`src/design/lsl_pkg.sv`:
```
`default_nettype none
package lsl_pkg;
  localparam int LSL_OUTPUTS = 160;
  localparam int LSL_NIBBLE_W = 4;
  localparam int LSL_NIBBLES_PER_LINE = 40;
  localparam int LSL_FIFO_DEPTH = 8;
  localparam int LSL_LEVEL_W = 2;
  localparam int LSL_CNT_W = 6;
  // Drive level codes per segment
  localparam logic [1:0] LSL_LVL_ONE = 2'h0;
  localparam logic [1:0] LSL_LVL_THREE = 2'h1;
  localparam logic [1:0] LSL_LVL_FOUR = 2'h2;
  localparam logic [1:0] LSL_LVL_LOWEST = 2'h3;
  localparam logic [5:0] LSL_CNT_RESET = 6'h00;
  localparam logic [5:0] LSL_LINE_FULL = 6'h28;
endpackage : lsl_pkg
`default_nettype wire

```
`src/design/lsl_fifo.sv`:
```
`default_nettype none
module lsl_fifo #(
  parameter int WIDTH = 5,
  parameter int DEPTH = 8
) (
  input wire logic mclk,
  input wire logic rst,
  input wire logic in_valid,
  output logic in_ready,
  input wire logic [WIDTH-1:0] in_data,
  output logic out_valid,
  input wire logic out_ready,
  output logic [WIDTH-1:0] out_data
);
  localparam int AW = $clog2(DEPTH);
  logic [WIDTH-1:0] mem_r [DEPTH];
  logic [AW:0] wptr_r;
  logic [AW:0] rptr_r;
  logic push;
  logic pop;

  assign in_ready = (wptr_r - rptr_r) != (AW+1)'(DEPTH);
  assign out_valid = wptr_r != rptr_r;
  assign push = in_valid & in_ready;
  assign pop = out_valid & out_ready;
  assign out_data = mem_r[rptr_r[AW-1:0]];

  always_ff @(posedge mclk) begin
    if (push) begin
      mem_r[wptr_r[AW-1:0]] <= in_data;
    end
  end

  always_ff @(posedge mclk) begin
    if (rst) begin
      wptr_r <= '0;
      rptr_r <= '0;
    end else begin
      if (push) begin
        wptr_r <= wptr_r + 1'b1;
      end
      if (pop) begin
        rptr_r <= rptr_r + 1'b1;
      end
    end
  end
endmodule : lsl_fifo
`default_nettype wire

```
`src/design/lsl_loader.sv`:
```
`default_nettype none
// Function
// - Nibble taken on data clock falling edge
// - Two 160-bit latches, second drives outputs
// - Strobe falling edge copies whole first latch
// - Direction picks chain port input and output
// - Direction low fills from last output
// - Direction high fills from first output
// - Latch bit and polarity select level
// - Blanking low forces level one
// - Unselected driver keeps fetch logic idle
module lsl_loader
  import lsl_pkg::*;
#(
  parameter int OUTPUTS = LSL_OUTPUTS,
  parameter int NIBBLES = LSL_NIBBLES_PER_LINE,
  parameter int FIFO_DEPTH = LSL_FIFO_DEPTH
) (
  input wire logic mclk,
  input wire logic rst,
  input wire logic data_clock,
  input wire logic [3:0] pixel_nibble,
  input wire logic line_strobe,
  input wire logic shift_direction,
  input wire logic frame_polarity,
  input wire logic blanking,
  input wire logic chain_port_a_in,
  output logic chain_port_a_out,
  output logic chain_port_a_oe,
  input wire logic chain_port_b_in,
  output logic chain_port_b_out,
  output logic chain_port_b_oe,
  output logic stream_ready,
  output logic [2*OUTPUTS-1:0] segment_outputs
);
  ////////////////////////////////////////////////////////////////
  localparam int SW = 11;
  localparam int B_CP = 10;
  localparam int B_LD = 9;
  localparam int B_DIR = 8;
  localparam int B_DF = 7;
  localparam int B_BL = 6;
  localparam int B_A = 5;
  localparam int B_B = 4;

  logic [SW-1:0] s1_r;
  logic [SW-1:0] s2_r;
  logic [1:0] s3_r;
  logic cp_fall;
  logic ld_fall;
  logic dir;
  logic chain_in;
  logic [5:0] fill_cnt_r;
  logic take;
  logic fifo_in_valid;
  logic fifo_out_valid;
  logic fifo_out_ready;
  logic [4:0] fifo_in_data;
  logic [4:0] fifo_out_data;
  logic [5:0] drain_idx_r;
  logic copy_r;
  logic drain_pop;
  logic latch1_we;
  logic [OUTPUTS-1:0] latch1_r;
  logic [OUTPUTS-1:0] latch2_r;
  logic [2*OUTPUTS-1:0] seg_r;

  // Bit position of nibble bit i for nibble k in the line
  function automatic int place(input logic [5:0] k, input logic d, input int i);
    if (d) begin
      place = 4 * int'(k) + 3 - i;
    end else begin
      place = OUTPUTS - 4 - 4 * int'(k) + i;
    end
  endfunction : place

  // Level code from frame polarity and latch bit
  function automatic logic [1:0] level_of(input logic df, input logic bit_v);
    unique case ({df, bit_v})
      2'b00: level_of = LSL_LVL_THREE;
      2'b01: level_of = LSL_LVL_ONE;
      2'b10: level_of = LSL_LVL_FOUR;
      2'b11: level_of = LSL_LVL_LOWEST;
    endcase
  endfunction : level_of

  ////////////////////////////////////////////////////////////////
  // Pins pass two flops; edges are seen only on the second stage
  // No reset here: reset outlasts the two stages
  always_ff @(posedge mclk) begin
    s1_r <= {
      data_clock,
      line_strobe,
      shift_direction,
      frame_polarity,
      blanking,
      chain_port_a_in,
      chain_port_b_in,
      pixel_nibble
    };
    s2_r <= s1_r;
    s3_r <= {s2_r[B_CP], s2_r[B_LD]};
  end

  assign cp_fall = s3_r[1] & ~s2_r[B_CP];
  assign ld_fall = s3_r[0] & ~s2_r[B_LD];
  assign dir = s2_r[B_DIR];

  ////////////////////////////////////////////////////////////////
  // port roles by direction
  assign chain_in = dir ? s2_r[B_A] : s2_r[B_B];
  assign chain_port_a_oe = ~dir;
  assign chain_port_b_oe = dir;
  assign chain_port_a_out = fill_cnt_r != LSL_LINE_FULL;
  assign chain_port_b_out = fill_cnt_r != LSL_LINE_FULL;

  assign take = cp_fall & ~chain_in & (fill_cnt_r < 6'(NIBBLES));

  // Starts full: nothing is taken and the chain passes on until a strobe
  always_ff @(posedge mclk) begin
    if (rst) begin
      fill_cnt_r <= LSL_LINE_FULL;
    end else if (ld_fall) begin
      fill_cnt_r <= LSL_CNT_RESET;
    end else if (take & stream_ready) begin
      fill_cnt_r <= fill_cnt_r + 6'h01;
    end
  end

  ////////////////////////////////////////////////////////////////
  // Strobe travels as a marker word so it keeps its place among nibbles
  assign fifo_in_valid = take | ld_fall;
  assign fifo_in_data = {ld_fall, s2_r[3:0]};
  // A copy cycle holds the drain so a new nibble cannot overtake it
  assign fifo_out_ready = ~copy_r;
  // One pop per cycle; a marker pop stalls the next one
  assign drain_pop = fifo_out_valid & fifo_out_ready;
  assign latch1_we = drain_pop & ~fifo_out_data[4] & (drain_idx_r < 6'(NIBBLES));

  // Eight words absorb the one-cycle copy stall with room to spare
  lsl_fifo #(
    .WIDTH(5),
    .DEPTH(FIFO_DEPTH)
  ) u_fifo (
    .mclk(mclk),
    .rst(rst),
    .in_valid(fifo_in_valid),
    .in_ready(stream_ready),
    .in_data(fifo_in_data),
    .out_valid(fifo_out_valid),
    .out_ready(fifo_out_ready),
    .out_data(fifo_out_data)
  );

  always_ff @(posedge mclk) begin
    if (rst) begin
      copy_r <= 1'b0;
      drain_idx_r <= LSL_CNT_RESET;
    end else begin
      copy_r <= drain_pop & fifo_out_data[4];
      if (drain_pop) begin
        if (fifo_out_data[4]) begin
          drain_idx_r <= LSL_CNT_RESET;
        end else if (drain_idx_r < 6'(NIBBLES)) begin
          drain_idx_r <= drain_idx_r + 6'h01;
        end
      end
    end
  end

  ////////////////////////////////////////////////////////////////
  // Direction is read at drain time, so hold it steady within a line
  // first latch fill
  always_ff @(posedge mclk) begin
    if (rst) begin
      latch1_r <= '0;
    end else if (latch1_we) begin
      for (int i = 0; i < LSL_NIBBLE_W; i++) begin
        latch1_r[place(drain_idx_r, dir, i)] <= fifo_out_data[i];
      end
    end
  end

  always_ff @(posedge mclk) begin
    if (rst) begin
      latch2_r <= '0;
    end else if (copy_r) begin
      latch2_r <= latch1_r;
    end
  end

  ////////////////////////////////////////////////////////////////
  always_ff @(posedge mclk) begin
    if (rst) begin
      seg_r <= '0;
    end else begin
      for (int j = 0; j < OUTPUTS; j++) begin
        if (!s2_r[B_BL]) begin
          seg_r[2*j +: 2] <= LSL_LVL_ONE;
        end else begin
          seg_r[2*j +: 2] <= level_of(s2_r[B_DF], latch2_r[j]);
        end
      end
    end
  end

  assign segment_outputs = seg_r;
endmodule : lsl_loader
`default_nettype wire

```
`config.mk`:
```
export PLATFORM = sky130hd
export DESIGN_NAME = lsl_loader
export DESIGN_NICKNAME = d
export VERILOG_FILES = /design/src/design/lsl_pkg.sv /design/src/design/lsl_fifo.sv /design/src/design/lsl_loader.sv
export SDC_FILE = /design/constraint.sdc
export NUM_CORES = 1
export LEC_CHECK = 0
export ABC_AREA = 1
export BUFFER_PORTS_ARGS = -buffer_cell sky130_fd_sc_hd__buf_2
export CORE_MARGIN = 1
export CORE_UTILIZATION = 35
export DETAILED_ROUTE_END_ITERATION = 10
export SLEW_MARGIN = 25
export SYNTH_ARGS = -nofsm -noshare
export SYNTH_HDL_FRONTEND = slang
export SYNTH_SLANG_ARGS = --single-unit
```
`constraint.sdc`:
```
create_clock -name mclk -period 45.5 [get_ports mclk]
set_input_delay 9.1 -clock mclk [delete_from_list [all_inputs] [get_ports mclk]]
set_output_delay 9.1 -clock mclk [all_outputs]
set_load 0.005 [all_outputs]
```
==> results by stage, run 1 <==
Drt:
- The total met2 wirelength after detailed routing is 39000 µm.
- The post-detailed-route via-to-cell ratio is 4.49.
- The via count is 25.6k.
- In the final routed layout, each cell accounts on average for 14.2 µm.
- The wire length on met1 is 36000 µm.
- The first-iteration detailed-routing DRC count is 1512.
- After detailed routing, the total wire length is 80900 µm.
- The top layer used by detailed routing is met4.
- The met3 wire length is 3580 µm.
- After detailed routing, the number of remaining DRC violations is 0.
- The remaining antenna violation count is 0.
- The first detailed-routing pass ran for 7 iterations.

STA:
- The count of final max-slew check failures is 0.
- Headroom to the max-slew limit came out at 29.4%.
- For the pin with the worst max-slew slack, the measured transition is 1.06 ns.
- For the final database, setup skew stands at 0.0347 ns.
- The maximum clock frequency is 0.0845 GHz.
- The final number of hold-violating endpoints came to 0.
- The post-layout worst setup margin is 33.67 ns.
- The share of the cycle needed by the critical path after routing is 26.0%.
- Setup violations remaining at the end of the flow were counted as 0.
- The smallest clock period supported by the final layout is computed as 11.83 ns.
- Setup repair after global routing left no endpoint under its margin.
- Summed over all failing endpoints, the final setup total negative slack is 0 ns.

Outcome:
- The flow ran to the end, and the final reports show no timing, DRC or antenna violations.

Layout:
- The number of inserted diodes is 0.
- The number of non-filler instances in the completed layout is 5703.
- The fill cell instance count of the final layout is 9296.
- The share of post-route cells with drive strength above 1 is 11.9%.
- After the last flow step, the layout net total stands at 4888.
- The area growth from synthesis to layout is 17.1%.
- The utilization after layout is 41.5%.

Floorplan:
- Once the floorplan was initialized, standard cells occupied 35.4% of the core.
- In this run the count of I/O pins placed on the die edge is 338.
- From left edge to right edge, the die measures 310 µm.
- The vertical die dimension is 310 µm.
- The die area is 95800 µm².
- The core area is 93500 µm².
- The floorplan row count is 112.

Logic synthesis:
- Counting every instance in the synthesized netlist gives 4106.
- Of the synthesized area, sequential elements account for 45.2%.
- Counting distinct cell types in the post-synthesis netlist gives 31.
- The Yosys warning count is 0.
- The netlist area before placement is 33100 µm².
- Dividing the synthesized area by the synthesized cell count gives 8.06 µm².
- The flip-flop and latch count after synthesis is 728.
- When the netlist entered floorplanning its net count stood at 4610.

Clock network:
- Buffers inserted to repair hold after CTS numbered 0.
- The number of buffers on the longest clock path is 3.
- The number of buffers inserted during clock tree synthesis is 84.
- The clock input transition at the sequential cells of the worst setup and hold paths is 0.06 ns.
- The number of levels the H-tree was split into is 3.
- The post-cts sizing count is 0.
- The TritonCTS clock tree is yes.
- For this design, the sink count on the clock tree is 728.
- The post-CTS repair timing setup buffer count is 0.
- The root buffer cell is clkbuf_16.
- The later pin in the worst-skew pair is clocked with a latency of 0.67 ns.

GRT:
- The number of global-route vias before repair is 23.9k.
- The maximum number of pins on one net before global-route repair is 173.
- The first global-routing pass estimated 127000 µm of wire.
- The initial antenna violation count is 0.
- After global routing the overflow that remains totals 0.
- The global router's overall resource usage is 16.7%.

Setup path:
- The required time of the critical path is 45.98 ns.
- The cell that appears most often on the critical path is buf_4.
- The critical path is of the primary input to flip-flop type.
- The capturing point of the worst reg2reg path is latch1_r[50].
- Of all nets on the critical path, the largest fanout is 147.
- The worst setup path is captured at a flip-flop.
- For this design, the slowest cell found on the critical path is buf_4.
- On the worst path, the slowest cell contributes a delay of 0.78 ns.
- The length in cells of the worst reg-to-reg path is 10.
- For the worst setup path, the data arrival time is 12.31 ns.
- The worst register-to-register path begins at s2_r[8].
- The kind of start point of the critical path is a primary input.
- The setup check on the worst reg-to-reg path leaves a slack of 41.86 ns.
- The signal on the critical path passes through buf_2 > inv_8 > nand2_4 > buf_4 > buf_4 > nor3_1.

Place:
- OpenSTA, run right after detailed placement, puts the worst setup slack at 32.88 ns.
- The placed instance count is 5552.
- The quantity of I/O buffers inserted on ports is 337.
- The final RePlAce weighted congestion is 0.783.
- Detailed placement ended at an HPWL of 52500 µm.

Worst hold path:
- The tightest min-delay check is of the flip-flop to flip-flop type.
- The worst hold path begins at s1_r[9].
- The sink of the worst hold path is s2_r[9].
- The worst hold path was traced through 0 stages.

Power and ir drop:
- Internal power comes to 1.28 mW.
- Summed over all nets, the switching power comes to 645 µW.
- The share of total power dissipated in sequential elements is 41.7%.
- In this run switching power makes up 33.5% of total power.
- The power per standard cell area is 49.7 nW/µm².
- The combinational fraction of design power is 22.2%.
- The static leakage is 18.8 nW.
- The share of total power dissipated in the clock network is 36.1%.
- The worst-case vdd ir drop is 0.0302 mV.

Flow run:
- The tool flagged a number of max-cap violations equal to 0.
[worst max-delay path: cells and delay by family]
kind,cells,cell delay (ns)
buffers and inverters,4,2.24
and+or+nand+nor,2,0.77
[cell usage after synthesis (all sizes together)]
| library cell | count | area [µm²] |
|---|---|---|
| ha | 491 | 6140 |
| dfxtp | 688 | 13800 |
| clkinv | 2 | 7.51 |
| o21ai | 231 | 1170 |
| o21a | 1 | 7.51 |
| buf | 34 | 210 |
| nand3 | 81 | 430 |
| inv | 408 | 1530 |
| o21bai | 1 | 7.51 |
| xnor2 | 2 | 17.5 |
| nand4 | 8 | 56.3 |
| edfxtp | 40 | 1200 |
| a21oi | 229 | 1150 |
| xor2 | 10 | 87.6 |
| clkbuf | 131 | 492 |
| nor2 | 715 | 2730 |
| nor3 | 167 | 836 |
| nand2 | 867 | 3260 |
[placed cells by master (no fill, tap or decap), types with 2 or more instances in the layout]
master / n
buf_2: 337
o21ai_0: 223
nand2_4: 5
dfxtp_4: 2
nand3_2: 5
clkbuf_16: 87
bufinv_16: 7
clkbuf_8: 20
xor2_1: 10
edfxtp_1: 40
inv_2: 10
dfxtp_1: 686
o21ai_1: 7
clkinv_2: 8
inv_6: 4
buf_4: 18
nor2_1: 707
clkbuf_1: 16
clkinv_4: 2
clkinv_1: 2
nor2_4: 3
nand4_1: 7
xnor2_1: 2
inv_1: 396
clkinv_8: 2
nor3_1: 167
nand2_2: 3
nor2_2: 4
ha_1: 491
nand2_1: 859
nand3_1: 76
a21oi_1: 229
clkinvlp_4: 5
[cell families after synthesis]
family | after synthesis | synth area share, %
and+or+nand+nor | 1838 | 22.1
DFF | 728 | 45.2
buffers and inverters | 575 | 6.77
adders and majority gates | 491 | 18.6
AOI/OAI and AO/OA | 462 | 7.03
xor gates and xnor gates | 12 | 0.317
[stage by stage]
step | hold slack [ns] | area, µm² | total power [mW]
finish | 0.325 | 38800 | 1.93
global route | 0.327 | 38800 | 2.06
CTS | 0.325 | 38800 | 1.96
floorplan | 0.310 | 33100 | 1.08
global placement | 0.312 | 35900 | 1.24
detailed placement | 0.312 | 35900 | 1.25
[final cells by class]
cell class	count	area, µm²	share of cell area (%)
multi-input combinational	2803	15900	41.1
sequential	728	15000	38.6
clock buffer	123	2510	6.48
timing repair buffer	357	1850	4.78
tap	1254	1570	4.05
inverter	410	1550	4.01
clock inverter	28	368	0.949
[state kept, by name, summed over array words and instances (netlist names), named ones only]
signal,count
fill_cnt_r,6
u_fifo.mem_r,40
s1_r,11
latch2_r,160
latch1_r,160
drain_idx_r,6
segment_outputs,320
u_fifo.rptr_r,4
s2_r,11
s3_r,2
u_fifo.wptr_r,4
copy_r,1
[metal layers]
metal / vias up / global-route usage [%]
li1: 13377 / -
met1: 11658 / 20.8
met2: 461 / 28.7
met3: 131 / 3.07
met4: 0 / 5.77
met5: - / 0
[power groups by stage]
stage / combinational (mW) / clock, mW / sequential [mW]
floorplan: 0.298 / 0 / 0.786
global placement: 0.422 / 0 / 0.820
detailed placement: 0.432 / 0 / 0.820
CTS: 0.435 / 0.717 / 0.807
global route: 0.497 / 0.743 / 0.817
finish: 0.428 / 0.696 / 0.803
[worst max path at each step]
stage	end	slack [ns]	cells past startpoint	from
floorplan	segment_outputs[0]	30.07	3	s2_r[7]
global placement	segment_outputs[223]	32.96	6	rst
detailed placement	segment_outputs[221]	32.88	6	rst
CTS	segment_outputs[221]	33.57	6	rst
global route	segment_outputs[221]	33.31	6	rst
finish	segment_outputs[221]	33.67	6	rst
Note: power is estimated with default switching activity, not from simulation.
==> inputs of run 2 (changes only) <==
- clock period: 45.5 -> 9.8 ns (I/O delays scaled with it)
==> run 2 against run 1 <==
Die area unchanged; wire length up 0.93%; non-clock buffer count down 1; core utilization down 0.13 points; power rose to 4.6 times the previous value; worst setup slack worse by 28 ns; register-to-register slack worse by 36 ns.
==> results by stage, run 2 (synthesis gave the netlist of run 1 again) <==
GRT:
- The remaining global-route overflow came to 0 (unchanged).
- The maximum number of pins on one net before global-route repair is 181 (was 173).
- The initial antenna violation count is 1 (was 0).
- The number of global-route vias before repair is 23.7k (was 23.9k).
- The global router's overall resource usage was 16.8% (was 16.7%).
- The global-route wire length before repair was 127000 µm (about the same).

Floorplan:
- The core area is 93500 µm² (unchanged).
- The die area is 95800 µm² (unchanged).
- The vertical die dimension is 310 µm (unchanged).
- The number of I/O pins was 338 (unchanged).
- The floorplan row count came to 112 (unchanged).
- The initial standard-cell utilization of the core is 35.4% (unchanged).
- The die outline width is 310 µm (unchanged).

Setup path:
- The kind of start point of the critical path is a flip-flop (was primary input).
- The required time of the critical path is 7.84 ns (was 45.98 ns).
- The cell type of the slowest stage on the worst timing path is dfxtp_1 (was buf_4).
- The critical path class is flip-flop to output port (was primary input to flip-flop).
- The kind of end point of the critical path is an output port (was flip-flop).
- The peak per-stage delay on the critical path is 0.34 ns (was 0.78 ns).
- The cell repeated most along the worst path is nand2_1 (was buf_4).
- The data arrival at the endpoint of the critical path is 2.43 ns (was 12.31 ns).
- The launch point of the worst path is u_fifo.rptr_r[1] (was rst).
- The largest fanout of any net on the critical path was 14 (was 147).
- Cells along the critical path: inv_1 > ha_1 > inv_1 > o21bai_1 > nand2_1 > nand2_1 > nand2_1 > nand2_1 > nand2_1 > buf_2 (was buf_2 > inv_8 > nand2_4 > buf_4 > buf_4 > nor3_1).

Power and ir drop:
- The worst-case vdd ir drop is 0.130 mV (was 0.0302 mV).
- The total power of the final layout is 8.90 mW (was 1.93 mW).
- The power per standard cell area was 230 nW/µm² (was 49.7 nW/µm²).
- The static leakage is 18.8 nW (about the same).

Drt:
- The remaining antenna violation count was 0 (unchanged).
- The number of search-and-repair iterations in the first detailed-routing pass is 5 (was 7).
- The via count came to 25.6k (about the same).
- The top layer used by detailed routing is met4 (unchanged).
- The total routed wirelength is 81700 µm (was 80900 µm).
- The met3 wire length was 3420 µm (was 3580 µm).
- The first-iteration detailed-routing DRC count was 1426 (was 1512).
- The final routed wire length divided by cell count is 14.3 µm (was 14.2 µm).
- The total DRC errors in the routed layout was 0 (unchanged).
- The wire length on met1 came to 37100 µm (was 36000 µm).
- The post-detailed-route via-to-cell ratio is 4.50 (was 4.49).
- The total met2 wirelength after detailed routing is 39200 µm (was 39000 µm).

Clock network:
- The hold buffer count at CTS is 0 (unchanged).
- The number of buffers on the longest clock path is 3 (unchanged).
- The post-CTS repair timing setup buffer count is 0 (unchanged).
- The TritonCTS clock tree was yes (unchanged).
- The clock sink count came to 728 (unchanged).
- The number of buffers inserted during clock tree synthesis is 83 (was 84).
- The root buffer cell is clkbuf_16 (unchanged).
- The clock input transition at the sequential cells of the worst setup and hold paths is 0.05 ns (was 0.06 ns).
- The clock latency on the worst-skew pair was 0.65 ns (was 0.67 ns).
- The number of levels the H-tree was split into is 3 (unchanged).
- The post-cts sizing count came to 0 (unchanged).

Layout:
- Leading cell types in the layout, fill and taps excluded: nand2_1 (859), nor2_1 (707), dfxtp_1 (686) (unchanged).
- The number of non-filler instances in the completed layout came to 5696 (was 5703).
- The number of inserted diodes is 0 (unchanged).
- The number of flip-flops in the largest register was 320 (unchanged).
- The share of post-route cells with drive strength above 1 came to 11.6% (was 11.9%).
- The leading cell type in the layout, fill and taps excluded is nand2_1 (unchanged).
- The post-layout net count was 4886 (was 4888).
- The area growth from synthesis to layout is 16.7% (was 17.1%).

STA:
- The number of endpoints failing setup at the final stage is 0 (unchanged).
- The count of final max-slew check failures is 0 (unchanged).
- The share of the cycle needed by the critical path after routing is 44.8%.
- The headroom to the max-slew limit was 32.7% (was 29.4%).
- Based on the critical path, the design can be clocked at up to 0.228 GHz.
- The final clock skew is 0.0201 ns (was 0.0347 ns).
- The worst hold slack across all endpoints is 0.324 ns (was 0.325 ns).
- Setup repair after global routing missed its margin: false (unchanged).
- The clock period could shrink to 4.39 ns.
- The final-layout setup total negative slack is 0 ns (unchanged).
- The pin slew with the least headroom to its limit is 1.01 ns (was 1.06 ns).
- The final number of hold-violating endpoints came to 0 (unchanged).

Flow run:
- The number of max-cap violations is 0 (unchanged).

Worst hold path:
- The startpoint of the most critical hold path is s1_r[10] (was s1_r[9]).
- The class of the tightest hold or removal check is flip-flop to flip-flop (unchanged).

Place:
- The quantity of I/O buffers inserted on ports was 337 (unchanged).
- The placed instance count is 5551 (was 5552).
- The final HPWL from detailed placement came to 52000 µm (was 52500 µm).
- The final RePlAce weighted congestion is 0.753 (was 0.783).

Outcome:
- Outcome: complete, no violations (unchanged).
==> run 2: critical path: cells and delay by family, from the launching register on <==
kind                       cells  cell delay, ns
and+or+nand+nor                5            0.58
buffers and inverters          3            0.38
DFF                            1            0.34
adders and majority gates      1            0.29
AOI/OAI and AO/OA              1            0.19
==> run 2: final timing paths <==
kind                         to  slack, ns  cells past startpoint
setup / recovery   stream_ready       5.41                     10
hold / removal         s2_r[10]       0.32                      0
setup reg to reg  latch1_r[101]       6.03                     10
hold reg to reg        s2_r[10]       0.32                      0
==> run 2: metrics by stage <==
| step | util (%) | area, µm² | setup slack (ns) |
|---|---|---|---|
| floorplan | - | 33100 | 0.275 |
| global placement | 38.4 | 35900 | 4.92 |
| finish | 41.4 | 38700 | 5.41 |
| global route | 41.4 | 38700 | 5.17 |
| CTS | 41.3 | 38600 | 5.38 |
| detailed placement | 38.4 | 35900 | 4.87 |
==> run 2: routing by layer <==
layer  track usage, %  up-vias
met5                0        -
met4             5.36        0
met3             2.86      114
met2             28.6      458
met1             21.4    11662
li1                 -    13377
==> run 2: power breakdown <==
group          leakage, nW  total [mW]  switching [mW]  internal, mW
Combinational         11.4        2.01            1.41         0.595
Sequential            5.97        3.71           0.315          3.39
Clock                 1.35        3.18            1.24          1.94
Total                 18.8        8.90            2.97          5.92
==> run 2: area by class of cell <==
| cell class | instances | area [µm²] |
|---|---|---|
| clock buffers | 117 | 2330 |
| clock inverters | 28 | 430 |
| fillers | 9472 | 54800 |
| repair buffers | 356 | 1860 |
| inverters | 410 | 1550 |
| multi-input cells | 2803 | 15900 |
| well taps | 1254 | 1570 |
| flip-flops and latches | 728 | 15000 |
==> inputs of run 3 (changes only) <==
- clock period: 9.8 -> 3.76 ns (I/O delays scaled with it)
==> run 3 against run 2 <==
Cell area is 1.0% higher; core utilization up 0.43 points; first-iteration DRC count increased by 19%; sequential share of layout area decreased by 0.40 points; flip-flop and latch count unchanged; critical endpoint unchanged; largest power group unchanged; wire length grew 1.5%; critical path depth did not move.
==> results by stage, run 3 (synthesis gave the netlist of run 1 again) <==
Outcome:
- Outcome: complete, no violations (unchanged).

GRT:
- The routing usage on met2 is 28.0% (was 28.6%).
- The number of global-route vias before repair is 23.7k (about the same).
- The met1 usage was 22.2% (was 21.4%).
- The maximum number of pins on one net before global-route repair is 144 (was 181).
- The global-route met3 utilization is 2.71% (was 2.86%).
- The initial antenna violation count is 0 (was 1).
- The layer carrying the most global-route usage was met2 (unchanged).
- The global-route wire length before repair is 128000 µm (was 127000 µm).
- The global router's overall resource usage is 16.9% (was 16.8%).
- The remaining global-route overflow is 0 (unchanged).

STA:
- Setup repair after global routing missed its margin: false (unchanged).
- The headroom to the max-slew limit is 29.4% (was 32.7%).
- The final number of hold-violating endpoints is 0 (unchanged).
- Static timing analysis puts the maximum clock frequency at 0.316 GHz.
- The worst hold slack across all endpoints is 0.215 ns (was 0.324 ns).
- The number of endpoints failing setup at the final stage came to 0 (unchanged).
- The count of final max-slew check failures is 0 (unchanged).
- After layout, the minimum clock period comes to 3.17 ns.
- Of the available clock period, the critical path in the final layout requires 84.2%.
- The final clock skew came to 0.0202 ns (was 0.0201 ns).
- The pin slew with the least headroom to its limit is 1.06 ns (was 1.01 ns).
- The final-layout setup total negative slack was 0 ns (unchanged).

Place:
- The instance area at placement is 36000 µm² (was 35900 µm²).
- The placed instance count came to 5564 (was 5551).
- The quantity of I/O buffers inserted on ports is 337 (unchanged).
- The final HPWL from detailed placement came to 54700 µm (was 52000 µm).
- The final RePlAce weighted congestion is 0.821 (was 0.753).

Worst hold path:
- The startpoint of the most critical hold path is pixel_nibble[1] (was s1_r[10]).
- The sink of the worst hold path is s1_r[1] (was s2_r[10]).
- The number of cells on the worst hold path is 1 (was 0).
- The class of the tightest hold or removal check is primary input to flip-flop (was flip-flop to flip-flop).

Layout:
- The number of inserted diodes came to 0 (unchanged).
- The area of all placed cells without fillers is 39100 µm² (was 38700 µm²).
- The leading cell type in the layout, fill and taps excluded is nand2_1 (unchanged).
- The number of non-filler instances in the completed layout came to 5718 (was 5696).
- The fill cell instance count of the final layout came to 9406 (was 9472).
- Leading cell types in the layout, fill and taps excluded: nand2_1 (859), nor2_1 (707), dfxtp_1 (686) (unchanged).
- The area taken by flip-flops and latches is 15000 µm² (unchanged).
- The area growth from synthesis to layout was 17.9% (was 16.7%).
- The number of flip-flops in the largest register is 320 (unchanged).
- The share of post-route cells with drive strength above 1 is 12.3% (was 11.6%).
- The multi-input combinational cell area came to 15900 µm² (about the same).
- The post-layout net count is 4900 (was 4886).

Clock network:
- The post-CTS repair timing setup buffer count was 0 (unchanged).
- The clock latency on the worst-skew pair was 0.64 ns (was 0.65 ns).
- The number of buffers on the longest clock path is 3 (unchanged).
- The root buffer cell is clkbuf_16 (unchanged).
- The number of levels the H-tree was split into is 3 (unchanged).
- The TritonCTS clock tree is yes (unchanged).
- The number of buffers inserted during clock tree synthesis is 84 (was 83).
- The clock sink count came to 728 (unchanged).
- The hold buffer count at CTS is 0 (unchanged).
- The post-cts sizing count is 0 (unchanged).
- The clock input transition at the sequential cells of the worst setup and hold paths was 0.06 ns (was 0.05 ns).

Floorplan:
- The die area is 95800 µm² (unchanged).
- The die outline width is 310 µm (unchanged).
- The floorplan row count is 112 (unchanged).
- The number of I/O pins came to 338 (unchanged).
- The core area is 93500 µm² (unchanged).
- The vertical die dimension came to 310 µm (unchanged).
- The initial standard-cell utilization of the core came to 35.4% (unchanged).

Setup path:
- The data arrival at the endpoint of the critical path came to 2.42 ns (was 2.43 ns).
- The capturing point of the worst reg2reg path is latch1_r[1] (was latch1_r[101]).
- The length in cells of the worst reg-to-reg path is 11 (was 10).
- The largest fanout of any net on the critical path came to 14 (unchanged).
- The required time of the critical path is 3.01 ns (was 7.84 ns).
- The startpoint identified for the worst register-to-register timing path is drain_idx_r[3].
- The setup slack on the worst flop-to-flop path was 0.76 ns (was 6.03 ns).
- The critical path class is flip-flop to output port (unchanged).
- The kind of end point of the critical path was an output port (unchanged).
- The kind of start point of the critical path is a flip-flop (unchanged).

Drt:
- The post-detailed-route via-to-cell ratio came to 4.51 (was 4.50).
- The total routed wirelength is 82900 µm (was 81700 µm).
- The final routed wire length divided by cell count is 14.5 µm (was 14.3 µm).
- The number of search-and-repair iterations in the first detailed-routing pass is 8 (was 5).
- The via count is 25.8k (was 25.6k).
- The remaining antenna violation count is 0 (unchanged).
- The first-iteration detailed-routing DRC count was 1703 (was 1426).
- The total DRC errors in the routed layout is 0 (unchanged).

Power and ir drop:
- The static leakage came to 18.9 nW (was 18.8 nW).
- The power per standard cell area is 609 nW/µm² (was 230 nW/µm²).
- The worst-case vdd ir drop is 0.334 mV (was 0.130 mV).

Flow run:
- The number of max-cap violations is 0 (unchanged).
==> run 3: worst max-delay path by stage <==
stage	cells past startpoint	endpoint	startpoint
detailed placement	5	segment_outputs[234]	rst
floorplan	3	segment_outputs[0]	s2_r[7]
global placement	5	segment_outputs[232]	rst
global route	10	stream_ready	u_fifo.rptr_r[1]
CTS	10	stream_ready	u_fifo.rptr_r[1]
finish	10	stream_ready	u_fifo.rptr_r[1]
==> run 3: report_power, final <==
part	total [mW]	leakage, nW	switching (mW)	internal (mW)
combinational	5.30	11.4	3.71	1.60
sequential	9.66	5.97	0.828	8.84
clock	8.83	1.48	3.33	5.50
==> run 3: critical path: stages (launching register included) <==
cell      delay (ns)
dfxtp_1         0.35
inv_1           0.07
ha_1            0.29
inv_1           0.04
o21bai_1        0.21
nand2_1         0.10
nand2_1         0.07
nand2_1         0.04
nand2_1         0.05
nand2_1         0.30
buf_2           0.26
==> run 3: cell type report <==
class	count	area share [%]
Timing Repair Buffer	369	5.13
Inverter	410	3.98
Tap cell	1254	4.02
Sequential cell	728	38.4
Clock buffer	113	6.13
Clock inverter	41	1.58
Multi-Input combinational cell	2803	40.8
==> run 3: layer usage <==
| metal | share of wire [%] | vias to the layer above |
|---|---|---|
| li1 | - | 13412 |
| met1 | 46 | 11722 |
| met2 | 47 | 539 |
| met3 | 4.9 | 130 |
| met4 | 2.3 | 0 |
| met5 | 0 | - |
==> run 3: stage by stage <==
step | setup slack (ns) | util, % | power (mW)
after global routing | 0.382 | 41.8 | 25.3
after detailed placement | 0.713 | 38.6 | 15.2
after floorplan | -2.71 | - | 13.1
after global placement | 0.746 | 38.6 | 15.1
final | 0.593 | 41.8 | 23.8
after CTS | 0.516 | 41.8 | 24.2
